### src/logic/adccs_consts.vh
// constants for the converter clock and sequencing block
`ifndef ADCCS_CONSTS_VH
`define ADCCS_CONSTS_VH

// ----------------------------------------
// clock select field encodings
// ----------------------------------------
`define ADCCS_SEL_W 2
`define ADCCS_SEL_DIV2 2'h0
`define ADCCS_SEL_DIV8 2'h1
`define ADCCS_SEL_DIV32 2'h2
`define ADCCS_SEL_RC 2'h3

// ----------------------------------------
// sequencing counts, in bit periods
// ----------------------------------------
`define ADCCS_CONV_PERIODS 4'h9
`define ADCCS_RECOV_PERIODS 4'h2
`define ADCCS_CNT_W 4

// ----------------------------------------
// internal rc bit period
// ----------------------------------------
`define ADCCS_RC_PERIOD_NS 4000
`define ADCCS_CLK_PERIOD_NS 50
`define ADCCS_RC_CYCLES (`ADCCS_RC_PERIOD_NS / `ADCCS_CLK_PERIOD_NS)
`define ADCCS_RC_CNT_W 7

// ----------------------------------------
// reset values
// ----------------------------------------
`define ADCCS_DIV_RST 7'h00
`define ADCCS_PER_RST 4'h0

// ----------------------------------------
// state codes
// ----------------------------------------
`define ADCCS_ST_ACQ 2'h0
`define ADCCS_ST_CONV 2'h1
`define ADCCS_ST_RECOV 2'h2

`endif

### src/logic/adccs_ctrl.v
// converter bit-period clock, conversion sequencer and analog port masking
//
// Contract
// - each 10-bit conversion takes nine bit periods of the selected clock source.
// - the bit period is 2,8 or 32 oscillator periods, doubled to 4,16,64 by the extra select bit, or the undoubled rc source.
// - after a conversion the block waits two bit periods with the holding capacitor disconnected.
// - port reads return zero on every pin configured as an analog input.
// - conversion proceeds whatever the channel select and direction bits hold.
// - an analog pin left as output has its own driven level converted.
// - the rc source gives a bit period near 4 us, within 2 to 6 us.
`timescale 1ns/1ns
`include "adccs_consts.vh"

module adccs_ctrl #(
   parameter PINS = 5,
   parameter RC_CYCLES = `ADCCS_RC_CYCLES
) (
   // clock and reset
   input wire clock,
   input wire rst_b,
   // configuration
   input wire [1:0] conversion_clock_select,
   input wire conversion_clock_double_select,
   input wire [2:0] input_channel_select,
   input wire go,
   // port pins
   input wire [PINS-1:0] pin_level,
   input wire [PINS-1:0] pin_out_level,
   input wire [PINS-1:0] port_a_direction,
   input wire [PINS-1:0] analog_pin_config,
   // status
   output reg busy_ff,
   output reg done_ff,
   output reg bit_tick_ff,
   output reg holding_capacitor_connected_ff,
   output reg [2:0] sampled_channel_ff,
   output reg [PINS-1:0] sampled_level_ff,
   output reg [PINS-1:0] port_read_ff
);

   // ----------------------------------------
   // divisor decode
   // ----------------------------------------
   // divided-clock reload: 2^(2*sel+1+dbl)-1, one tick every 2^(2*sel+1+dbl) oscillator periods
   function [6:0] div_reload;
      input [1:0] sel;
      input dbl;
      begin
         case (sel)
            `ADCCS_SEL_DIV2: div_reload = dbl ? 7'h03 : 7'h01;
            `ADCCS_SEL_DIV8: div_reload = dbl ? 7'h0F : 7'h07;
            `ADCCS_SEL_DIV32: div_reload = dbl ? 7'h3F : 7'h1F;
            default: div_reload = RC_CYCLES[6:0] - 7'h01;
         endcase
      end
   endfunction

   // bit-period countdown shared by conversion and recovery
   function [`ADCCS_CNT_W-1:0] count_down;
      input [`ADCCS_CNT_W-1:0] cnt;
      begin
         count_down = cnt - 4'h1;
      end
   endfunction

   // the last period of a phase is the one that starts with a count of one
   function last_period;
      input [`ADCCS_CNT_W-1:0] cnt;
      begin
         last_period = (cnt == 4'h1);
      end
   endfunction

   reg [`ADCCS_RC_CNT_W-1:0] div_cnt_ff;
   reg [`ADCCS_RC_CNT_W-1:0] nxt_div_cnt;
   reg nxt_tick;
   reg [1:0] state_ff;
   reg [1:0] nxt_state;
   reg [`ADCCS_CNT_W-1:0] per_cnt_ff;
   reg [`ADCCS_CNT_W-1:0] nxt_per_cnt;
   reg nxt_done;
   wire [6:0] reload;
   wire start_take;

   // limitation: RC_CYCLES must stay at 128 or below to fit the divider count
   // rc source modelled as a fixed 4 us tick, inside the 2-6 us spread
   assign reload = div_reload(conversion_clock_select, conversion_clock_double_select);
   // a start is only taken while acquiring; go in any other state is dropped
   assign start_take = go && (state_ff == `ADCCS_ST_ACQ);

   // ----------------------------------------
   // bit-period tick generator
   // ----------------------------------------
   // divider restarts with go so the first period is a full one
   always @* begin
      nxt_tick = 1'b0;
      nxt_div_cnt = div_cnt_ff - 7'h01;
      if (start_take) begin
         nxt_div_cnt = reload;
      end else if (div_cnt_ff == 7'h00) begin
         nxt_tick = 1'b1;
         nxt_div_cnt = reload;
      end
   end

   // ----------------------------------------
   // conversion sequencer
   // ----------------------------------------
   // go during conversion or recovery is ignored; software owns acquisition timing
   always @* begin
      nxt_state = state_ff;
      nxt_per_cnt = per_cnt_ff;
      nxt_done = 1'b0;
      case (state_ff)
         `ADCCS_ST_ACQ: begin
            if (go) begin
               nxt_state = `ADCCS_ST_CONV;
               nxt_per_cnt = `ADCCS_CONV_PERIODS;
            end
         end
         `ADCCS_ST_CONV: begin
            if (nxt_tick) begin
               nxt_per_cnt = count_down(per_cnt_ff);
               if (last_period(per_cnt_ff)) begin
                  nxt_done = 1'b1;
                  nxt_state = `ADCCS_ST_RECOV;
                  nxt_per_cnt = `ADCCS_RECOV_PERIODS;
               end
            end
         end
         `ADCCS_ST_RECOV: begin
            if (nxt_tick) begin
               nxt_per_cnt = count_down(per_cnt_ff);
               if (last_period(per_cnt_ff)) begin
                  nxt_state = `ADCCS_ST_ACQ;
               end
            end
         end
         default: begin
            nxt_state = `ADCCS_ST_ACQ;
            nxt_per_cnt = 4'h0;
         end
      endcase
   end

   // ----------------------------------------
   // bit-period divider
   // ----------------------------------------
   // tick is registered so the status port shows a clean one-cycle pulse
   always @(posedge clock) begin
      if (!rst_b) begin
         div_cnt_ff <= `ADCCS_DIV_RST;
         bit_tick_ff <= 1'b0;
      end else begin
         div_cnt_ff <= nxt_div_cnt;
         bit_tick_ff <= nxt_tick;
      end
   end

   // ----------------------------------------
   // sequencer state
   // ----------------------------------------
   // state and period count move together so a phase never ends half counted
   always @(posedge clock) begin
      if (!rst_b) begin
         state_ff <= `ADCCS_ST_ACQ;
         per_cnt_ff <= `ADCCS_PER_RST;
      end else begin
         state_ff <= nxt_state;
         per_cnt_ff <= nxt_per_cnt;
      end
   end

   // ----------------------------------------
   // status outputs
   // ----------------------------------------
   // decoded from the next state so the flags line up with the state register
   always @(posedge clock) begin
      if (!rst_b) begin
         done_ff <= 1'b0;
         busy_ff <= 1'b0;
         holding_capacitor_connected_ff <= 1'b1;
      end else begin
         done_ff <= nxt_done;
         busy_ff <= (nxt_state == `ADCCS_ST_CONV);
         // capacitor only tracks the pin while acquiring
         holding_capacitor_connected_ff <= (nxt_state == `ADCCS_ST_ACQ);
      end
   end

   // ----------------------------------------
   // start capture
   // ----------------------------------------
   // channel and levels frozen at the start edge; later pin moves are not seen
   always @(posedge clock) begin
      if (!rst_b) begin
         sampled_channel_ff <= 3'h0;
         sampled_level_ff <= {PINS{1'b0}};
      end else if (start_take) begin
         // channel and direction never block a start
         sampled_channel_ff <= input_channel_select;
         // output pins feed back their own driven level
         sampled_level_ff <= (port_a_direction & pin_level) |
            (~port_a_direction & pin_out_level);
      end
   end

   // ----------------------------------------
   // port read path
   // ----------------------------------------
   // analog pins read low so a floating analog level never reaches software
   always @(posedge clock) begin
      if (!rst_b) begin
         port_read_ff <= {PINS{1'b0}};
      end else begin
         port_read_ff <= pin_level & ~analog_pin_config;
      end
   end

endmodule // adccs_ctrl

### config.mk
export PLATFORM = sky130hd
export DESIGN_NAME = adccs_ctrl
export DESIGN_NICKNAME = d
export VERILOG_FILES = /design/src/logic/adccs_ctrl.v
export VERILOG_INCLUDE_DIRS = /design/src /design/src/logic
export SDC_FILE = /design/constraint.sdc
export NUM_CORES = 1
export LEC_CHECK = 0
export ABC_AREA = 1
export BUFFER_PORTS_ARGS = -buffer_cell sky130_fd_sc_hd__buf_2
export CAP_MARGIN = 15
export CORE_ASPECT_RATIO = 1.75
export CORE_MARGIN = 3
export CORE_UTILIZATION = 49
export CTS_CLUSTER_SIZE = 25
export DETAILED_ROUTE_END_ITERATION = 12
export PLACE_DENSITY = 0.77
export SETUP_SLACK_MARGIN = 0.1
export SLEW_MARGIN = 20
export SYNTH_ARGS = -nofsm -noshare
export SYNTH_HDL_FRONTEND = slang
export SYNTH_SLANG_ARGS = --single-unit
### constraint.sdc
create_clock -name clock -period 1.3 [get_ports clock]
set_input_delay 0.325 -clock clock [delete_from_list [all_inputs] [get_ports clock]]
set_output_delay 0.325 -clock clock [all_outputs]
set_load 0.005 [all_outputs]
======== Word-level counts from Yosys, hierarchy flattened ========
Index checks and enable logic that the tools add are counted.
operators by class
  add/sub/neg operators ................... 2
  multipliers ............................. 0
  div/mod/pow operators ................... 0
  magnitude comparators ................... 0
  equality and inequality tests ........... 9
  shift operators ......................... 0
  mux-type cells .......................... 20
  bitwise logic cells ..................... 6
  reduce and logical (&&, ||, !) cells .... 7
operators by type and width
  operator               number
  $pmux W7 S3            1
  $mux W4                5
  $and A5 B5 Y5          3
  $mux W7                2
  $mux W2                6
  $pmux W4 S3            1
  $not A5 Y5             2
  $logic_not A7 Y1       1
  $sub A7 B1 Y7 const B  1
  $eq A2 B1 Y1 const B   3
  $logic_not A2 Y1       3
  $mux W6                1
  $ne A2 B2 Y1 const B   3
  $pmux W2 S3            1
  $reduce_and A3 Y1      2
  $or A5 B5 Y5           1
  $eq A2 B2 Y1 const B   2
  $eq A4 B1 Y1 const B   1
  $sub A4 B1 Y4 const B  1
  $mux W1                3
  $logic_and A1 B1 Y1    1
storage, ports and cells
  register bits ........................... 30
  bits in latches ......................... 0
  memory bits (writable) .................. 0
  memory bits (read-only) ................. 0
  bits of input ports ..................... 29
  output and inout port bits .............. 17
  word-level logic and storage cells ...... 54
  memories ................................ 0

======== Depth between registers and ports, before layout ========
Gate-level depths: netlist of run 1.
  depth after elaboration ................. 6
  gate-level depth with buffers ........... 10
  gate-level depth less buffers ........... 10

======== Worst setup path after synthesis of run 1 ========
OpenSTA, ideal clock, no wires.
  path type ............................... register -> register
  from .................................... register div_cnt_ff[0]
  to ...................................... register holding_capacitor_connected_ff
  setup time .............................. 64 ps
  arrival time ............................ 1116 ps
  data required time ...................... 1236 ps
  path slack .............................. 120 ps
  cell stages (with the launch flop) ...... 11
  buffers on the path ..................... 0
  clock period less this slack ............ 1180 ps
  cells stage by stage .................... dfxtp_1 > inv_1 > ha_1 > inv_1 > nor2_1 > nand2_2 > nor2_2 > nand2_1 > nand2_1 > inv_2 > nor2_1
on the way
  longest elaborated chain between the ends .. 6
  elaborated cells between the ends (all ways) .. 7
  classes of those cells .................. mux (5); reduce/logical (2)
RTL lines
  item                                   line                                text
  start, declared                        adccs_ctrl.v:74                     reg [`ADCCS_RC_CNT_W-1:0] div_cnt_ff;
  start signal, assigned                 adccs_ctrl.v:152                    div_cnt_ff <= `ADCCS_DIV_RST;
  start signal, assigned                 adccs_ctrl.v:155                    div_cnt_ff <= nxt_div_cnt;
  $logic_not A7 Y1 (*)                   adccs_ctrl.v:100                    end else if (div_cnt_ff == 7'h00) begin
  $mux W1 (*)                            adccs_ctrl.v:100
  $mux W1 (*)                            adccs_ctrl.v:98                     if (start_take) begin
  $mux W2, on equally long branches      adccs_ctrl.v:132, adccs_ctrl.v:122
  $pmux W2 S3 (*)                        adccs_ctrl.v:114                    case (state_ff)
  $logic_not A2 Y1 (no source line) (*)  -
  end signal, assigned                   adccs_ctrl.v:187                    holding_capacitor_connected_ff <= (nxt_state == `ADCCS_ST_ACQ);
  end, declared                          adccs_ctrl.v:35                     output reg holding_capacitor_connected_ff,
Mark *: on every way between the ends. The rest lies on a longest branch, timed or not.
A chain may end at the register's enable or synchronous reset.

======== Worst setup path in the final report of run 1 ========
  from .................................... register state_ff[0]
  to ...................................... register div_cnt_ff[1]
on the way
  longest elaborated chain between the ends .. 3
RTL lines
  item                    line              text
  start, declared         adccs_ctrl.v:77   reg [1:0] state_ff;
  start signal, assigned  adccs_ctrl.v:166  state_ff <= `ADCCS_ST_ACQ;
  start signal, assigned  adccs_ctrl.v:169  state_ff <= nxt_state;
  $logic_not A2 Y1        -
  $logic_and A1 B1 Y1     adccs_ctrl.v:89   assign start_take = go && (state_ff == `ADCCS_ST_ACQ);
  $mux W7                 adccs_ctrl.v:98
No other way between the ends.

==> summary.md, run 1 <==
| Metric | Value |
|---|---|
| Total wire length | `4060 um` |
| Hold Fails Final Rpt | `0` |
| Synth Instances | `200` |
| Worst-path cell chain | `inv_4 -> nand2_4 -> nor2_4 -> inv_2 -> nand2_4 -> inv_4 -> nand2_2 -> nand2_1 -> nor2_1` |
| Slew Limit Fails | `0` |
| Synth top area cells | `dfxtp_1, nand2_1, nor2_1` |
| Status | `finished, final reports clean` |
| Routed met2 length | `2360 um` |
| Pwr/cell area | `1280 nW/um^2` |
| Final #Nets | `304` |
| Port Buf Inserts | `45` |
| Cell taking the most area after synthesis | `dfxtp_1` |
| DP HPWL | `2480 um` |
| YS warnings | `0` |
| Top sig layer | `met4` |
| I/O pin cnt | `46` |
| Final Util | `76.2%` |
| Synth top area share | `42.1%` |
| Critical Path Slowest Stage Cell | `dfxtp_4` |
| # rows | `25` |
| Largest net degree at the start of global routing | `21` |
| Seq/Total Area, Yosys | `42.1%` |
| Core ar. | `2750 um^2` |
| Max frequency | `790 MHz` |
| CP Data Required Time | `1.52 ns` |
| DRT iter0 DRCs | `42` |
| Hold Crit Class | `in2reg` |
| Worst Skew | `0.00377 ns` |
| Number of synthesized register bits | `30` |
| Global-route wire length before repair | `5350 um` |
| H-tree Lvls | `2` |
| LEAKAGE | `1.07 nW` |
| Chip Height | `77.4 um` |
| CTS tree | `yes` |
| Gr usage total | `20.0%` |
| Nature of the critical path endpoint | `flip-flop` |
| Setup-failing EPs final | `0` |
| CTS Root Cell | `clkbuf_8` |
| # hold bufs at CTS | `0` |
| Rel. slew slack | `80.4%` |
| Avg Vias per Cell | `5.15` |
| Library cells used by synthesis | `21` |
| Crit path arrival time | `1.48 ns` |
| Total CTS buffers | `5` |
| Die ar. | `3620 um^2` |
| DRC | `0` |
| Routed wl met3 | `160 um` |
| Max-cap viol count | `0` |
| Number of diodes | `0` |
| Hold slack | `0.185 ns` |
| Initial antenna violation count | `0` |
| Post-synth net total | `238` |
| Kind of critical path | `reg2reg` |
| Layout cells sized above 1 | `44.9%` |
| Initial Utilization | `51.9%` |
| CTS Buffer Depth | `2` |
| Met1 wire length | `1380 um` |
| DRT Pass-1 Iters | `4` |
| Gr ovfl total | `0` |
| Drt wl/cell | `13.8 um` |
| Via Count | `1513` |
| Later-pin clock latency in the skew report | `0.28 ns` |
| GPL Wtd Cong | `0.859` |
| Max Fanout on Critical Path | `5` |
| RSZ-0062 raised after global routing | `yes` |
| P&R area growth vs syn | `47.0%` |
| Period minus WS final | `1.27 ns` |
| Vias in the first global route | `1378` |
| Total clock sinks | `30` |
| Peak VDD IR | `1.02 mV` |
| CP Launch Type | `flip-flop` |
| Syn Area/Cell | `7.14 um^2` |
| Critical path's largest stage delay | `0.37 ns` |
| Netlist Area Pre-Place | `1430 um^2` |
| Measured slew at the worst slew-check pin | `0.294 ns` |
| Final period utilization | `97.3%` |
| Die W | `46.8 um` |
| Reg clk slew, reported paths | `0.07 ns` |
| Antenna-violating nets left | `0` |
cells by family (layout without fill, tap and decap cells):
family	after synthesis	after routing	share of synthesized area, %
XOR/XNOR	3	3	1.84
AND/OR/NAND/NOR	96	97	28.5
buffers and inverters	30	96	8.24
AO/OA/AOI/OAI	32	32	11.5
flip-flops	30	30	42.1
adder cells (fa/ha/maj)	9	9	7.89
worst max-delay path, delay by kind of cell (launching register included):
family,cells,cell delay [ns]
buffers and inverters,3,0.24
flip-flops,1,0.37
AND/OR/NAND/NOR,6,0.58
metrics by stage:
stage	setup TNS (ns)	setup slack, ns	power (W)	instance area (um^2)	std cells
after global placement	0	0.0247	0.00162	1700	273
after detailed placement	-0.0584	-0.0575	0.00163	1700	273
after CTS	0	0.0226	0.00248	1860	284
final	0	0.0347	0.00270	2100	294
after global routing	-0.160	-0.0480	0.00283	2100	294
after floorplan	0	0.120	0.00145	1430	200
cell usage after synthesis, drive strengths merged:
master and number:
nand2 48, xor2 3, buf 3, dfxtp 30, nor3 2, inv 27, nand3 8, a21oi 20
nor3b 1, nor2 36, and2 1, ha 9, o21ai 12
registers in the layout, indices dropped and copies added, names as in the netlist:
| register | count |
|---|---|
| div_cnt_ff | 7 |
| sampled_channel_ff | 3 |
| per_cnt_ff | 4 |
| done_ff | 1 |
| state_ff | 2 |
| port_read_ff | 5 |
| holding_capacitor_connected_ff | 1 |
| sampled_level_ff | 5 |
| bit_tick_ff | 1 |
| busy_ff | 1 |
routing by layer:
layer	up-vias	track usage, %
met5	-	0
met4	0	13.0
met3	14	3.48
met2	45	37.3
met1	699	17.1
li1	755	-
final cells by class:
class	count	area [um^2]
clock inverters	2	12.5
flip-flops and latches	30	611
multi-input cells	141	885
fillers	204	654
clock buffers	6	82.6
well taps	27	33.8
repair buffers	61	368
inverters	27	106
power by group:
| group | internal (W) | switching, W | total (W) |
|---|---|---|---|
| registers | 0.00102 | 0.0000715 | 0.00109 |
| logic | 0.000358 | 0.000454 | 0.000812 |
| clock network | 0.000425 | 0.000368 | 0.000793 |
placed cells by master, fill, tap and decap left out, types with 2 or more instances in the layout:
cell	n
inv_2	6
nand2_1	36
dfxtp_1	24
nor2_1	26
nand2_4	5
buf_6	6
xor2_1	3
buf_2	45
a21oi_1	16
nand3_1	4
nor2_2	6
o21ai_0	9
clkbuf_8	6
ha_1	5
nand3_2	4
nor2_4	4
a21oi_2	3
nand2_2	8
dfxtp_2	5
inv_1	19
ha_4	4
inv_4	2
buf_4	10
nor3_1	2
o21ai_1	3
timing repair:
item | 4_1_cts | 5_1_grt
resized for setup | 16 | 47
buffers inserted | 3 | 8
setup endpoints to repair | 16 | 24
gates cloned | 0 | 2
pin swaps | 8 | 17
path summary, 6_finish.rpt:
kind | slack (ns) | depth (start not counted) | from | to
hold reg to reg | 0.53 | 2 | sampled_channel_ff[0] | sampled_channel_ff[0]
setup reg to reg | 0.03 | 9 | state_ff[0] | div_cnt_ff[1]
setup / recovery | 0.03 | 9 | state_ff[0] | div_cnt_ff[1]
hold / removal | 0.18 | 2 | analog_pin_config[1] | port_read_ff[1]
Note: power is estimated with default switching activity, not from simulation.
==> inputs of run 2 (changes only) <==
--- a/config.mk
+++ b/config.mk
@@ -13,6 +13,5 @@
 export CORE_MARGIN = 3
-export CORE_UTILIZATION = 49
+export CORE_UTILIZATION = 29
 export CTS_CLUSTER_SIZE = 25
 export DETAILED_ROUTE_END_ITERATION = 12
-export PLACE_DENSITY = 0.77
 export SETUP_SLACK_MARGIN = 0.1
==> constraint.sdc (replaced) <==
create_clock -name clock -period 1.3 [get_ports clock]
set_input_delay 0.13 -clock clock [delete_from_list [all_inputs] [get_ports clock]]
set_output_delay 0.13 -clock clock [all_outputs]
set_load 0.005 [all_outputs]
==> run 2 against run 1 <==
  * Total power is 5.7% lower
  * Register-to-register slack improved by 0.02 ns
  * Core utilization down 33 points
  * Clock power is 2% lower
  * Fmax is 1.5% higher
  * Global-route usage decreased by 7.6 points
  * Sequential cell count unchanged
  * Critical path depth up 1
  * Non-clock buffer count decreased by 3
  * First-iteration DRC count fell by 62%
  * Wire length decreased by 13%
  * Critical path type unchanged
==> summary.md, run 2 (synthesis gave the netlist of run 1 again) <==
| Metric | Value |
|---|---|
| Status | `finished, final reports clean` |
| CP Launch Type | `flip-flop` |
| Hold Fails Final Rpt | `0` |
| I/O pin cnt | `46` |
| Period minus WS final | `1.25 ns` |
| DRT iter0 DRCs | `16` |
| GPL Wtd Cong | `0.804` |
| Reg clk slew, reported paths | `0.07 ns` |
| Register share of total power | `42.6%` |
| Most frequent cells in the layout | `buf_2, nand2_1, nor2_1` |
| Port Buf Inserts | `45` |
| Measured slew at the worst slew-check pin | `0.255 ns` |
| Initial antenna violation count | `0` |
| Worst-path cell chain | `inv_2 -> ha_4 -> inv_2 -> nor2_4 -> nand2_4 -> nor2_4 -> nand2_2 -> nand2_2 -> inv_2 -> nor2_1` |
| Power share of the clock group | `30.7%` |
| Total power | `0.00254 W` |
| Hold Path End | `sampled_channel_ff[2]` |
| Top flop regs | `div_cnt_ff (7), port_read_ff (5), sampled_level_ff (5)` |
| Peak VDD IR | `0.736 mV` |
| Slew Limit Fails | `0` |
| DRC | `0` |
| Largest reg by FF count | `div_cnt_ff` |
| Max-cap viol count | `0` |
| Gr usage total | `12.4%` |
| Max FFs per register | `7` |
| R2R Path Start | `div_cnt_ff[0]` |
| CTS Root Cell | `clkbuf_8` |
| Initial Utilization | `30.3%` |
| Drt wl/cell | `11.3 um` |
| Gr ovfl total | `0` |
| Kind of critical path | `reg2reg` |
| Final period utilization | `95.9%` |
| Total CTS buffers | `5` |
| Critical Path Source | `div_cnt_ff[0]` |
| Later-pin clock latency in the skew report | `0.28 ns` |
| Antenna-violating nets left | `0` |
| Number of diodes | `0` |
| R2r setup slk | `0.05 ns` |
| Nature of the critical path endpoint | `flip-flop` |
| Critical Path Slowest Stage Cell | `dfxtp_2` |
| Avg Vias per Cell | `4.51` |
| Largest net degree at the start of global routing | `22` |
| Post-Layout Cell Count | `315` |
| Setup-failing EPs final | `0` |
| Core ar. | `4710 um^2` |
| Die W | `59.0 um` |
| LEAKAGE | `1.03 nW` |
| Crit path arrival time | `1.46 ns` |
| Most common cell after layout, fill and taps aside | `buf_2` |
| CTS tree | `yes` |
| Placed cells | `299` |
| Rel. slew slack | `83.0%` |
| Hold path depth | `3` |
| Worst Skew | `0.00684 ns` |
| Total clock sinks | `30` |
| Hold slack | `0.0656 ns` |
| Vias in the first global route | `1289` |
| Int Power | `0.00174 W` |
| Reg2reg end | `holding_capacitor_connected_ff` |
| Max Fanout on Critical Path | `3` |
| CTS Buffer Depth | `2` |
| Pwr/cell area | `1250 nW/um^2` |
| RSZ-0062 raised after global routing | `yes` |
| Sw frac | `31.5%` |
| CP Data Required Time | `1.52 ns` |
| Setup Total Neg Slack | `0 ns` |
| Worst Hold Launch | `input_channel_select[2]` |
| P&R area growth vs syn | `41.9%` |
| Hold Crit Class | `in2reg` |
| Total wire length | `3540 um` |
| Chip Height | `98.8 um` |
| Critical path's largest stage delay | `0.32 ns` |
| Layout cells sized above 1 | `38.0%` |
| Worst R2R Path Depth | `10` |
| P_sw | `0.000801 W` |
| Final #Nets | `300` |
| Crit path top cell by count | `inv_2` |
| DP HPWL | `2580 um` |
| Combinational share of power | `26.8%` |
| # rows | `33` |
| Max frequency | `802 MHz` |
| H-tree Lvls | `2` |
| DRT Pass-1 Iters | `4` |
| Die ar. | `5830 um^2` |
| Via Count | `1420` |
| Global-route wire length before repair | `5540 um` |
## run 2: power groups by stage
stage | Sequential [W] | Clock [W] | Combinational (W)
final | 0.00108 | 0.000779 | 0.000681
after floorplan | 0.00108 | 0 | 0.000366
after global routing | 0.00109 | 0.000856 | 0.000768
after global placement | 0.00108 | 0 | 0.000548
after CTS | 0.00107 | 0.000814 | 0.000627
after detailed placement | 0.00109 | 0 | 0.000552
## run 2: layout make-up
| type | instances | area, um^2 |
|---|---|---|
| clock buffer | 6 | 82.6 |
| clock inverter | 2 | 12.5 |
| fill | 500 | 2680 |
| inverter | 27 | 106 |
| multi-input combinational | 140 | 812 |
| sequential | 30 | 608 |
| tap | 52 | 65.1 |
| timing repair buffer | 58 | 339 |
## run 2: worst max-delay path by stage
stage / to / slack [ns]
6_report: holding_capacitor_connected_ff / 0.05
5_1_grt: holding_capacitor_connected_ff / -0.01
4_1_cts: holding_capacitor_connected_ff / 0.08
3_5_place_dp: per_cnt_ff[1] / 0.01
3_3_place_gp: per_cnt_ff[1] / -0.005
2_1_floorplan: holding_capacitor_connected_ff / 0.12
## run 2: timing repair
action | in CTS | in global routing
pin swaps | 8 | 9
gates resized for setup | 21 | 19
setup buffers | 1 | 2
hold endpoints to repair | 5 | 0
setup endpoints to repair | 14 | 24
hold buffers | 5 | 0
## run 2: layer usage
layer  wire [um]  share of wire [%]  global-route usage, %
met1        1220                 34                   11.7
met2        2180                 61                   23.7
met3          76                2.1                   2.88
met4          72                2.0                   5.76
met5           0                  0                      0
## run 2: metrics by stage
| stage | util, % | area (um^2) | worst slack [ns] |
|---|---|---|---|
| after floorplan | - | 1430 | 0.120 |
| after global placement | 36.9 | 1740 | -0.00489 |
| after detailed placement | 36.9 | 1740 | 0.0101 |
| after CTS | 41.3 | 1950 | 0.0759 |
| after global routing | 43.0 | 2030 | -0.0139 |
| final | 43.0 | 2030 | 0.0533 |
## run 2: worst max-delay path, delay by kind of cell (launching register included)
family        cells  cell delay [ns]
simple gates      6             0.60
buf+inv           3             0.15
fa+ha+maj         1             0.13
flops             1             0.32
